--- config.mk ---
export PLATFORM = sky130hd
export DESIGN_NAME = uir_port
export DESIGN_NICKNAME = d
export VERILOG_FILES = /design/src/pkg/uir_pkg.sv /design/src/pkg/uir_mem_if.sv /design/src/uir_regmem.sv /design/src/uir_port.sv
export VERILOG_INCLUDE_DIRS = /design/src /design/src/pkg
export SDC_FILE = /design/constraint.sdc
export NUM_CORES = 1
export LEC_CHECK = 0
export ABC_CLOCK_PERIOD_IN_PS = 2850
export BUFFER_PORTS_ARGS = -buffer_cell sky130_fd_sc_hd__clkbuf_2
export CAP_MARGIN = 20
export CORE_UTILIZATION = 46
export DETAILED_ROUTE_END_ITERATION = 7
export PLACE_DENSITY_LB_ADDON = 0.3
export REMOVE_ABC_BUFFERS = 1
export SLEW_MARGIN = 20
export SYNTH_ARGS = -nofsm -noshare
export SYNTH_HDL_FRONTEND = slang
export SYNTH_SLANG_ARGS = --single-unit
--- constraint.sdc ---
create_clock -name i_clk -period 2.85 [get_ports i_clk]
set_input_delay 0.57 -clock i_clk [delete_from_list [all_inputs] [get_ports i_clk]]
set_output_delay 0.57 -clock i_clk [all_outputs]
set_load 0.02 [all_outputs]
--- src/pkg/uir_defines.svh ---
// constants for the indirect usb register port
`ifndef UIR_DEFINES_SVH
`define UIR_DEFINES_SVH

// special function register addresses of the two port registers
`define UIR_SFR_CTRL 8'h96
`define UIR_SFR_DATA 8'h97
// address/control register fields and reset values
`define UIR_BUSY_BIT 7
`define UIR_AUTO_BIT 6
`define UIR_ADDR_MSB 5
`define UIR_RESET_CTRL 8'h00
`define UIR_RESET_DATA 8'h00
`define UIR_RESET_ENDPOINT_SELECT_FIELD 4'h0
// indirect map
`define UIR_IX_FUNC_ADDR 6'h00
`define UIR_IX_POWER 6'h01
`define UIR_IX_IN_IRQ 6'h02
`define UIR_IX_OUT_IRQ 6'h04
`define UIR_IX_CMN_IRQ 6'h06
`define UIR_IX_IN_IE 6'h07
`define UIR_IX_OUT_IE 6'h09
`define UIR_IX_CMN_IE 6'h0B
`define UIR_IX_FRAME_LO 6'h0C
`define UIR_IX_FRAME_HI 6'h0D
`define UIR_IX_INDEX 6'h0E
`define UIR_IX_CLK_REC 6'h0F
`define UIR_IX_EP0_CSR 6'h11
`define UIR_IX_IN_CSR_HI 6'h12
`define UIR_IX_OUT_CSR_LO 6'h14
`define UIR_IX_OUT_CSR_HI 6'h15
`define UIR_IX_EP0_CNT 6'h16
`define UIR_IX_OUT_CNT_HI 6'h17
`define UIR_IX_EP_ENABLE 6'h1E
`define UIR_IX_FIFO_BASE 4'h8
// number of endpoints the index field may select
`define UIR_EP_COUNT 4'h4
// timing of one access inside the usb controller
`define UIR_CLK_NS 50
`define UIR_ACCESS_NS 200
`define UIR_ACCESS_CYC ((`UIR_ACCESS_NS + `UIR_CLK_NS - 1) / `UIR_CLK_NS)

`endif

--- src/pkg/uir_pkg.sv ---
// types for the indirect usb register port
package uir_pkg;

	typedef enum logic [1:0] {
		UIR_IDLE = 2'b00,
		UIR_ACC = 2'b01,
		UIR_CAPT = 2'b10
	} uir_state_t;

	typedef enum logic [2:0] {
		UIR_K_NONE = 3'b000,
		UIR_K_MEM = 3'b001,
		UIR_K_FRAME_LO = 3'b010,
		UIR_K_FRAME_HI = 3'b011,
		UIR_K_INDEX = 3'b100,
		UIR_K_FIFO = 3'b101
	} uir_kind_t;

	typedef struct packed {
		uir_kind_t kind;
		logic [6:0] slot;
	} uir_dec_t;

endpackage

--- src/pkg/uir_mem_if.sv ---
// carrier between the port controller and the register store
`timescale 1ns/1ps
interface uir_mem_if #(
	parameter int AW = 7,
	parameter int DW = 8
);
	logic we;
	logic re;
	logic [AW-1:0] addr;
	logic [DW-1:0] wdata;
	logic [DW-1:0] rdata;

	modport ctrl (output we, output re, output addr, output wdata, input rdata);
	modport mem (input we, input re, input addr, input wdata, output rdata);
endinterface

--- src/uir_regmem.sv ---
// backing store of the usb controller registers reached indirectly
`timescale 1ns/1ps
module uir_regmem (
	input wire logic i_clk,
	input wire logic i_sys_rst,
	uir_mem_if.mem m
);
	logic [m.DW-1:0] store [2**m.AW];

	// array is not reset so that it can map onto a ram macro
	always_ff @(posedge i_clk) begin
		if (m.we) begin
			store[m.addr] <= m.wdata;
		end
	end

	// read data leaves through a register, one cycle after the strobe
	always_ff @(posedge i_clk) begin
		if (i_sys_rst) begin
			m.rdata <= '0;
		end else if (m.re) begin
			m.rdata <= store[m.addr];
		end
	end
endmodule

--- src/uir_port.sv ---
// indirect port from the core special function registers into the usb controller register space
//
// Function
// - busy bit 7 reads 1 while an access runs, 0 once data is valid
// - writing busy 1 starts a read; address and busy may share one write
// - auto-read flag bit 6: each data register read while idle starts next read, address kept
// - without auto-read, reads start only when software writes busy
// - six-bit target address in bits 5:0 selects the usb register
// - data register writes go to target, reads return last fetched byte
// - interrupt flags decoded at 0x02, 0x04 and 0x06
// - interrupt enables decoded at 0x07, 0x09 and 0x0B
// - frame number at 0x0C/0x0D, index at 0x0E, plus other common registers
// - 0x11 is endpoint 0 or in control low by index; 0x12 in high
// - out control/status low and high at 0x14 and 0x15 per endpoint
// - 0x16 endpoint 0 count or out count low; 0x17 out count high
// - index register endpoint field selects endpoints 0 to 3; higher reserved
`timescale 1ns/1ps
`include "uir_defines.svh"
module uir_port import uir_pkg::*; #(
	parameter int ACCESS_CYC = `UIR_ACCESS_CYC
) (
	input wire logic i_clk,
	input wire logic i_sys_rst,
	input wire logic [7:0] i_sfr_addr,
	input wire logic i_sfr_wr,
	input wire logic i_sfr_rd,
	input wire logic [7:0] i_sfr_wdata,
	output logic [7:0] o_sfr_rdata,
	input wire logic [10:0] i_frame_num,
	output logic o_fifo_rd_stb,
	output logic o_fifo_wr_stb,
	output logic [1:0] o_fifo_ep,
	output logic [7:0] o_fifo_wdata,
	input wire logic [7:0] i_fifo_rdata
);
	// a read needs one more cycle than a write, to move the stored byte into the data register
	localparam int RD_LAT = ACCESS_CYC + 1;

	// the counter is eight bits wide
	if (ACCESS_CYC < 1 || ACCESS_CYC > 255) begin : g_bad_access
		$error("uir_port: ACCESS_CYC must lie in 1..255");
	end

	// the store has registered read data, which is why a read passes through a capture state
	uir_mem_if #(.AW(7), .DW(8)) m ();

	uir_regmem u_mem (
		.i_clk(i_clk),
		.i_sys_rst(i_sys_rst),
		.m(m)
	);

	uir_state_t st_r;
	logic [7:0] cnt_r;
	logic auto_r;
	logic [5:0] taddr_r;
	logic [7:0] data_r;
	logic [7:0] wbyte_r;
	logic [3:0] endpoint_select_field_r;
	logic op_wr_r;
	logic [5:0] op_addr_r;
	uir_dec_t dec_r;
	uir_dec_t dec_nxt;
	logic [5:0] op_addr_nxt;
	logic busy_w;
	logic idle_w;
	logic wr_ctrl;
	logic wr_data;
	logic rd_ctrl;
	logic rd_data;
	logic start_rd;
	logic start_wr;
	logic issue_w;

	// decode of the six-bit indirect address under the current endpoint select
	function automatic uir_dec_t decode(input logic [5:0] a, input logic [3:0] ep);
		uir_dec_t d;
		d.kind = UIR_K_NONE;
		d.slot = 7'h00;
		case (a)
			`UIR_IX_FUNC_ADDR, `UIR_IX_POWER, `UIR_IX_CLK_REC, `UIR_IX_EP_ENABLE,
			`UIR_IX_IN_IRQ, `UIR_IX_OUT_IRQ, `UIR_IX_CMN_IRQ,
			`UIR_IX_IN_IE, `UIR_IX_OUT_IE, `UIR_IX_CMN_IE: begin
				d.kind = UIR_K_MEM;
				d.slot = {1'b0, a};
			end
			`UIR_IX_FRAME_LO: d.kind = UIR_K_FRAME_LO;
			`UIR_IX_FRAME_HI: d.kind = UIR_K_FRAME_HI;
			`UIR_IX_INDEX: d.kind = UIR_K_INDEX;
			// indexed registers live in one bank per endpoint
			`UIR_IX_EP0_CSR, `UIR_IX_IN_CSR_HI, `UIR_IX_OUT_CSR_LO,
			`UIR_IX_OUT_CSR_HI, `UIR_IX_EP0_CNT, `UIR_IX_OUT_CNT_HI: begin
				if (ep < `UIR_EP_COUNT) begin // reserved selects reach nothing
					d.kind = UIR_K_MEM;
					d.slot = {1'b1, ep[1:0], a[3:0]};
				end
			end
			default: begin
				if (a[5:2] == `UIR_IX_FIFO_BASE) begin
					d.kind = UIR_K_FIFO;
					d.slot = {5'h00, a[1:0]};
				end
			end
		endcase
		return d;
	endfunction

	// strobes from the sfr bus
	assign wr_ctrl = i_sfr_wr && (i_sfr_addr == `UIR_SFR_CTRL);
	assign wr_data = i_sfr_wr && (i_sfr_addr == `UIR_SFR_DATA);
	assign rd_ctrl = i_sfr_rd && (i_sfr_addr == `UIR_SFR_CTRL);
	assign rd_data = i_sfr_rd && (i_sfr_addr == `UIR_SFR_DATA);
	assign idle_w = (st_r == UIR_IDLE);
	assign busy_w = !idle_w;

	// a read starts only by a busy write or by auto-read
	assign start_rd = idle_w && ((wr_ctrl && i_sfr_wdata[`UIR_BUSY_BIT]) || (rd_data && auto_r));
	// software is expected to poll busy first; a write while busy is dropped
	assign start_wr = idle_w && wr_data;
	// address from the same write that sets busy is used at once
	assign op_addr_nxt = wr_ctrl ? i_sfr_wdata[`UIR_ADDR_MSB:0] : taddr_r;
	assign dec_nxt = decode(op_addr_nxt, endpoint_select_field_r);
	assign issue_w = (st_r == UIR_ACC) && (cnt_r == 8'h00);

	// access sequencer: counts the controller access time, then commits or captures
	always_ff @(posedge i_clk) begin
		if (i_sys_rst) begin
			st_r <= UIR_IDLE;
			cnt_r <= 8'h00;
		end else begin
			case (st_r)
				UIR_IDLE: begin
					if (start_rd || start_wr) begin
						st_r <= UIR_ACC;
						cnt_r <= 8'(ACCESS_CYC - 1);
					end
				end
				UIR_ACC: begin
					if (cnt_r != 8'h00) begin
						cnt_r <= cnt_r - 8'h01;
					end else if (op_wr_r) begin
						st_r <= UIR_IDLE; // busy held to here
					end else begin
						st_r <= UIR_CAPT;
					end
				end
				UIR_CAPT: st_r <= UIR_IDLE;
				default: st_r <= UIR_IDLE;
			endcase
		end
	end

	// operation latched at start so later bus activity cannot disturb it
	always_ff @(posedge i_clk) begin
		if (i_sys_rst) begin
			op_wr_r <= 1'b0;
			op_addr_r <= 6'h00;
			dec_r <= '0;
			wbyte_r <= `UIR_RESET_DATA;
		end else if (start_rd || start_wr) begin
			op_wr_r <= start_wr;
			op_addr_r <= op_addr_nxt;
			dec_r <= dec_nxt;
			if (start_wr) begin
				wbyte_r <= i_sfr_wdata;
			end
		end
	end

	// address/control register; ignored while busy so the target stays put
	always_ff @(posedge i_clk) begin
		if (i_sys_rst) begin
			// fields come from the register reset value, cut to their own width
			auto_r <= 1'(`UIR_RESET_CTRL >> `UIR_AUTO_BIT);
			taddr_r <= 6'(`UIR_RESET_CTRL);
		end else if (wr_ctrl && idle_w) begin
			auto_r <= i_sfr_wdata[`UIR_AUTO_BIT];
			taddr_r <= i_sfr_wdata[`UIR_ADDR_MSB:0];
		end
	end

	// endpoint select lives in this block since it steers the decode
	always_ff @(posedge i_clk) begin
		if (i_sys_rst) begin
			endpoint_select_field_r <= `UIR_RESET_ENDPOINT_SELECT_FIELD;
		end else if (issue_w && op_wr_r && dec_r.kind == UIR_K_INDEX) begin
			endpoint_select_field_r <= wbyte_r[3:0];
		end
	end

	// store access and fifo strobes on the last access cycle
	assign m.we = issue_w && op_wr_r && (dec_r.kind == UIR_K_MEM);
	assign m.re = issue_w && !op_wr_r && (dec_r.kind == UIR_K_MEM);
	assign m.addr = dec_r.slot;
	assign m.wdata = wbyte_r;
	assign o_fifo_wr_stb = issue_w && op_wr_r && (dec_r.kind == UIR_K_FIFO);
	assign o_fifo_rd_stb = issue_w && !op_wr_r && (dec_r.kind == UIR_K_FIFO);

	// fifo side data registered; the fifo answers one cycle after its pop
	always_ff @(posedge i_clk) begin
		if (i_sys_rst) begin
			o_fifo_ep <= 2'h0;
			o_fifo_wdata <= 8'h00;
		end else if (start_rd || start_wr) begin
			o_fifo_ep <= dec_nxt.slot[1:0];
			o_fifo_wdata <= i_sfr_wdata;
		end
	end

	// fetched byte captured as busy drops, so valid data and busy 0 coincide
	always_ff @(posedge i_clk) begin
		if (i_sys_rst) begin
			data_r <= `UIR_RESET_DATA;
		end else if (st_r == UIR_CAPT) begin
			case (dec_r.kind)
				UIR_K_MEM: data_r <= m.rdata;
				UIR_K_FIFO: data_r <= i_fifo_rdata;
				UIR_K_FRAME_LO: data_r <= i_frame_num[7:0];
				UIR_K_FRAME_HI: data_r <= {5'h00, i_frame_num[10:8]};
				UIR_K_INDEX: data_r <= {4'h0, endpoint_select_field_r};
				default: data_r <= 8'h00;
			endcase
		end
	end

	// sfr read data registered; other addresses leave it unchanged
	always_ff @(posedge i_clk) begin
		if (i_sys_rst) begin
			o_sfr_rdata <= 8'h00;
		end else if (rd_ctrl) begin
			o_sfr_rdata <= {busy_w, auto_r, taddr_r};
		end else if (rd_data) begin
			o_sfr_rdata <= data_r;
		end
	end
endmodule

==> results of run 1 <==
-- cells in the final DEF (no fill, tap or decap), drive strengths merged, types with 49 or more instances in the layout --
master and n:
edfxtp 1024, a21oi 106, a22oi 105, mux2i 122
o21ai 67, clkinv 49, nand2 133, dfxtp 72
mux2 100, a221oi 86, buf 470, nor2 261
clkbuf 197, mux4 57
-- final cells by class --
| type | count | share of cell area (%) |
|---|---|---|
| diodes | 1 | 0.004762 |
| clock buffers | 140 | 5.728 |
| clock inverters | 63 | 1.002 |
| inverters | 8 | 0.06190 |
| multi-input cells | 1415 | 20.33 |
| flip-flops and latches | 1096 | 61.34 |
| well taps | 1254 | 2.986 |
| repair buffers | 527 | 8.552 |
-- worst max-delay path: stages (launching register included) --
cell	delay, ns
dfxtp_4	0.51
buf_12	0.21
buf_12	0.19
mux2_2	0.37
a221oi_2	0.25
a21o_1	0.14
a21oi_1	0.13
or4_1	0.59
nor4_2	0.17
a211oi_1	0.10
-- registers in the layout, indices dropped and copies added (netlist names) --
signal / flops
cnt_r: 8
o_sfr_rdata: 8
u_mem.m.rdata: 8
m.addr: 7
st_r: 2
endpoint_select_field_r: 4
o_fifo_wdata: 8
u_mem.store: 1024
taddr_r: 6
m.wdata: 8
data_r: 8
auto_r: 1
dec_r: 3
op_wr_r: 1
-- kinds of logic after synthesis --
| kind of cell | count (synthesis) | share of synthesized area [%] |
|---|---|---|
| DFF | 1096 | 73.44 |
| AOI/OAI and AO/OA | 579 | 9.722 |
| and+or+nand+nor | 549 | 5.732 |
| muxes | 279 | 8.309 |
| buffers and inverters | 204 | 2.623 |
| xor gates and xnor gates | 6 | 0.1199 |
| adders and majority gates | 2 | 0.05708 |
-- worst paths after layout --
kind / start / to / slack [ns] / depth (start not counted)
worst max-delay path: m.addr[1]$_SDFFE_PP0P_ / u_mem.m.rdata[7]$_SDFFE_PP0P_ / 0.02 / 9
worst min-delay path: i_sfr_wdata[7] / o_fifo_wdata[7]$_SDFFE_PP0P_ / 0.17 / 3
worst max register to register: m.addr[1]$_SDFFE_PP0P_ / u_mem.m.rdata[7]$_SDFFE_PP0P_ / 0.02 / 9
worst min register to register: o_fifo_wdata[3]$_SDFFE_PP0P_ / o_fifo_wdata[3]$_SDFFE_PP0P_ / 0.46 / 2
-- synth_stat cells, types with 15 or more instances --
cell type and count:
a211oi_1 18, a21oi_1 106, a221o_1 25, a221oi_1 84
a22o_1 26, a22oi_1 105, buf_2 63, buf_4 29
buf_6 20, clkbuf_1 76, dfxtp_1 72, edfxtp_1 1024
mux2_2 84, mux2i_1 122, mux4_2 57, nand2_1 133
nand3_1 35, nor2_1 259, nor2b_1 18, nor3_1 20
nor4_1 15, o21ai_0 63, o22ai_1 28
-- metal layers --
metal  part of all wire (%)  vias up  track usage (%)
met5                  0.020        -                0
met4                    4.5        4            11.48
met3                     11      350            5.572
met2                     46     1883            44.19
met1                     38    14370            38.82
li1                       -    11760                -
-- power by group --
group,internal (W),switching [W]
clock network,0.00809,0.00605
logic,0.0000382,0.0000707
registers,0.0173,0.00000326
total,0.0254,0.00612
-- per-stage QoR --
step	power (W)	hold WS, ns	area, µm²	std cells	TNS, ns
global placement	0.01776	0.4444	48780	4290	-0.7514
floorplan	0.01769	0.4428	42720	2519	-5264.63
finish	0.03156	0.1744	52550	4504	0
detailed placement	0.01776	0.4566	48790	4290	-0.7273
global route	0.03229	0.1742	52550	4503	-0.02336
CTS	0.03172	0.1300	52360	4494	0
-- timing repair --
| action | in CTS | in global routing |
|---|---|---|
| hold buffers | 0 | 0 |
| setup buffers | 1 | 9 |
| endpoints found under the setup margin | 5 | 19 |
| resized for setup | 7 | 25 |
| pin swaps | 1 | 8 |
==> metrics.csv, run 1 <==
stage;metric;value;unit
die;I/O pins;59;
clocking;Num CTS Buffers;110;
synth;area leader, netlist;edfxtp_1;
clocking;Worst-Skew Late Latency;0.70;ns
synth;library cells used by synthesis;92;
timing;setup ws final;0.01582;ns
clocking;Reg clk slew, reported paths;0.06;ns
timing;period utilization;99.44;%
place;Setup WS pre-CTS;-0.2941;ns
die;starting density of the core;46.69;%
clocking;CTS tree;done;
synth;Synth area leaders;edfxtp_1, dfxtp_1, mux4_2, mux2i_1, nor2_1;
drt;total wire length;138200;µm
power_and_ir_drop;PD cells;600.6;mW/mm²
drt;remaining antenna violation count;0;
synth;Post-synth EDFFs;1024;
timing;Max-slew headroom;35.04;%
worst_setup_path;WP data required;3.39;ns
timing;setup violators final;0;
global_route;antenna violations before repair;4;
synth;Seq cells post-synth;1096;
synth;Seq/Total Area, Yosys;73.44;%
die;core area;0.09389;mm²
clocking;maximum buffer depth of the clock tree;3;
hold_path;Hold WC Path Type;in2reg;
synth;share of the synthesized area in the top cell type;70.15;%
drt;drt initial violations;4015;
die;Die W;310.7;µm
worst_setup_path;CP Max Fanout;22;
synth;Ys Warns;0;
run_status;outcome;complete, but fails checks;
timing;post-route minimum period;2.834;ns
timing;Final Hold Viols;0;
timing;Final Skew;0.02026;ns
synth;Synth Flop Type;edfxtp_1;
power_and_ir_drop;Pleak;19.64;nW
global_route;first-pass GRT wire length;198200;µm
place;Placer Congestion;0.9875;
die;die height;310.7;µm
power_and_ir_drop;Max IR drop VDD;0.5395;mV
worst_setup_path;crit end category;flop;
global_route;number of global-route vias before repair;27930;
drt;vias;28360;
timing;Slew Viols, Final;0;
final_layout;# fillers;7264;
global_route;Total GRT Usage;28.23;%
worst_setup_path;WP data arrival;3.38;ns
final_layout;Multi-input gate area;0.01068;mm²
place;Port-buffer cells;58;
global_route;pin count of the biggest net entering global routing;83;
synth;synthesized cell area;0.04383;mm²
clocking;CTS Root Cell;clkbuf_16;
clocking;H-tree lvl count;3;
timing;Slew @ Worst Pin;0.9744;ns
synth;Avg Inst Size Synth;16.15;µm²
drt;DR WL/cell;30.69;µm
final_layout;final core utilization;55.97;%
final_layout;Area growth syn-to-layout;19.89;%
timing;RSZ-0062 raised after global routing;true;
worst_setup_path;CP Launch Type;flop;
flow_run;Max Cap Viol;0;
drt;Via density;6.297;
synth;Post-synth ARST share;0;%
die;die area;0.09653;mm²
drt;DR pass1 iterations;8;
place;HPWL Detailed;92190;µm
run_status;failing checks;DRC;
final_layout;share of cells above drive strength 1;27.73;%
clocking;clk sinks;1096;
worst_setup_path;WS Path Type;reg2reg;
drt;DRC;1;
final_layout;Sequential Area;0.03223;mm²
timing;Fmax;352.8;MHz
global_route;gr ovfl total;0;
final_layout;nets;3199;
synth;Post-Syn Instances;2715;
die;# rows;112;
Power figures use the tool's default switching activity.
==> run 2, diff against run 1 <==
Settings changed: CORE_ASPECT_RATIO from default to 1.1.
==> run 2 against run 1 <==
  * Global-route usage rose by 0.080 points
  * Non-clock buffer count decreased by 21
  * Highest routed layer unchanged
  * Routed wire length shrank 0.67%
  * Register-to-register slack got worse by 0.04 ns
  * Cell count shrank 0.60%
  * The run ends with setup timing left
  * Hold slack got worse by 0.0047 ns
  * Critical endpoint is now u_mem.m.rdata[1]$_SDFFE_PP0P_
  * Sequential power hardly changed
  * Count of clock-buffer cells in the layout rose by 5
  * Flip-flop and latch count unchanged
  * Final area shrank 1.1%
==> metrics.csv, run 2 (synthesis results as in run 1) <==
stage;metric;value;unit
worst_setup_path;CP Max Fanout;26;
global_route;number of global-route vias before repair;28110;
clocking;CTS Root Cell;clkbuf_16;
final_layout;Biggest register;u_mem.store;
power_and_ir_drop;NetSw;0.005999;W
final_layout;commonest non-fill, non-tap cell in the layout;edfxtp_1;
final_layout;most frequent cells in the layout;edfxtp_1, buf_4, nor2_1;
global_route;pin count of the biggest net entering global routing;89;
global_route;first-pass GRT wire length;196400;µm
power_and_ir_drop;Comb pwr share;0.4;%
final_layout;Non-Filler Cell Area, Final;0.05196;mm²
drt;vias;28400;
worst_setup_path;r2r setup slk;-0.02;ns
worst_setup_path;crit end category;flop;
place;Area after DPL;0.04841;mm²
drt;Via density;6.344;
timing;Final Hold Viols;0;
worst_setup_path;WP data arrival;3.46;ns
clocking;Worst-Skew Late Latency;0.71;ns
hold_path;Hold Path Depth;3;
power_and_ir_drop;Seq pwr share;56.3;%
power_and_ir_drop;Pleak;19.35;nW
die;core area;0.09434;mm²
drt;DR WL/cell;30.67;µm
timing;Slew Viols, Final;0;
timing;period utilization;100.8;%
worst_setup_path;crit path from;m.addr[2]$_SDFFE_PP0P_;
die;I/O pins;59;
power_and_ir_drop;PD cells;591.9;mW/mm²
hold_path;Hold WC Path Type;in2reg;
run_status;failing checks;setup timing;
die;# rows;118;
worst_setup_path;reg2reg path depth;11;
clocking;clk sinks;1096;
power_and_ir_drop;Clock Power Share;43.3;%
timing;post-route minimum period;2.873;ns
place;Placer Congestion;1.006;
drt;remaining antenna violation count;0;
final_layout;Area growth syn-to-layout;18.53;%
drt;DRC;0;
worst_setup_path;WP data required;3.43;ns
timing;setup violators final;2;
global_route;gr ovfl total;0;
timing;Max-slew headroom;26.54;%
global_route;antenna violations before repair;1;
place;HPWL Detailed;90680;µm
clocking;# hold bufs at CTS;0;
flow_run;Max Cap Viol;0;
final_layout;max reg flops;1024;
die;starting density of the core;46.46;%
clocking;maximum buffer depth of the clock tree;3;
drt;total wire length;137300;µm
timing;Fmax;348.0;MHz
worst_setup_path;WS Path Type;reg2reg;
final_layout;share of cells above drive strength 1;26.42;%
drt;drt initial violations;4054;
place;Port-buffer cells;58;
timing;TNS Setup;-0.02897;ns
power_and_ir_drop;Switching Fraction;19.51;%
global_route;Total GRT Usage;28.31;%
hold_path;Hold Startpoint;i_sfr_wdata[7];
clocking;Reg clk slew, reported paths;0.06;ns
die;die area;0.09653;mm²
clocking;H-tree lvl count;3;
die;die height;325.8;µm
run_status;outcome;complete, but fails checks;
die;Die W;296.3;µm
worst_setup_path;CP Launch Type;flop;
clocking;CTS tree;done;
timing;Final Skew;0.03814;ns
power_and_ir_drop;Int Power;0.02475;W
final_layout;Ant. Diodes;0;
timing;setup ws final;-0.02344;ns
final_layout;nets;3172;
power_and_ir_drop;Power, Total;0.03075;W
worst_setup_path;RR Startpoint;m.addr[2]$_SDFFE_PP0P_;
drt;DR pass1 iterations;6;
timing;Slew @ Worst Pin;1.095;ns
clocking;Num CTS Buffers;104;
power_and_ir_drop;Max IR drop VDD;0.5154;mV
[run 2: cell types whose count changed in the layout (fill, tap and decap cells not counted), moves of 3 or more]
cell,before,now
clkinv_2,19,12
buf_4,415,403
clkbuf_8,6,2
clkinv_8,1,4
buf_12,53,44
clkbuf_1,20,37
clkbuf_16,114,105
clkinv_4,8,1
a2111oi_0,1,4
[run 2: power groups by stage]
stage / Sequential [W] / Clock [W] / Combinational, W
after detailed placement: 0.0177 / 0 / 0.000109
after global placement: 0.0177 / 0 / 0.000107
final: 0.0173 / 0.0133 / 0.000113
after floorplan: 0.0177 / 0 / 0.0000237
after CTS: 0.0173 / 0.0134 / 0.000110
after global routing: 0.0173 / 0.0140 / 0.000119
[run 2: per-layer routing]
layer	up-vias	GRT usage, %	share of wire, %
met5	-	0	0.010
met1	14350	37.39	37
li1	11690	-	-
met4	2	15.49	6.0
met3	405	4.865	10
met2	1956	44.61	46
[run 2: area by class of cell]
class / instances / area, µm²
Clock buffer: 145 / 2801
Clock inverter: 47 / 421.7
Inverter: 8 / 32.53
Tap cell: 1260 / 1577
Timing Repair Buffer: 506 / 4210
Multi-Input combinational cell: 1415 / 10680
Sequential cell: 1096 / 32230
Fill cell: 7291 / 42390
[run 2: repair_timing]
item	CTS	global route
setup buffers	0	22
pin swaps	1	7
cloned	0	0
endpoints found under the setup margin	7	22
resized for setup	13	15
[run 2: final timing paths]
check	endpoint
worst min register to register	o_fifo_wdata[2]$_SDFFE_PP0P_
worst min-delay path	o_fifo_wdata[7]$_SDFFE_PP0P_
worst max register to register	u_mem.m.rdata[1]$_SDFFE_PP0P_
worst max-delay path	u_mem.m.rdata[1]$_SDFFE_PP0P_
[run 2: worst max-delay path, cell delays in order (launching register included)]
cell       delay (ns)
dfxtp_4          0.39
buf_4            0.20
buf_12           0.18
inv_2            0.22
buf_12           0.24
nor2_1           0.09
buf_4            0.19
a2111oi_0        0.51
buf_4            0.23
o41ai_1          0.09
nor4b_2          0.28
a21oi_1          0.11
[run 2: through the flow]
step | hold slack, ns | std cells | worst slack, ns | utilization [%]
final | 0.1697 | 4477 | -0.02344 | 55.07
after global routing | 0.1624 | 4477 | -0.01570 | 55.07
after CTS | 0.1420 | 4455 | -0.07730 | 54.80
after detailed placement | 0.4472 | 4263 | -0.2847 | 51.31
after global placement | 0.4478 | 4263 | -0.4901 | 51.31
after floorplan | 0.4428 | 2519 | -7.099 | -
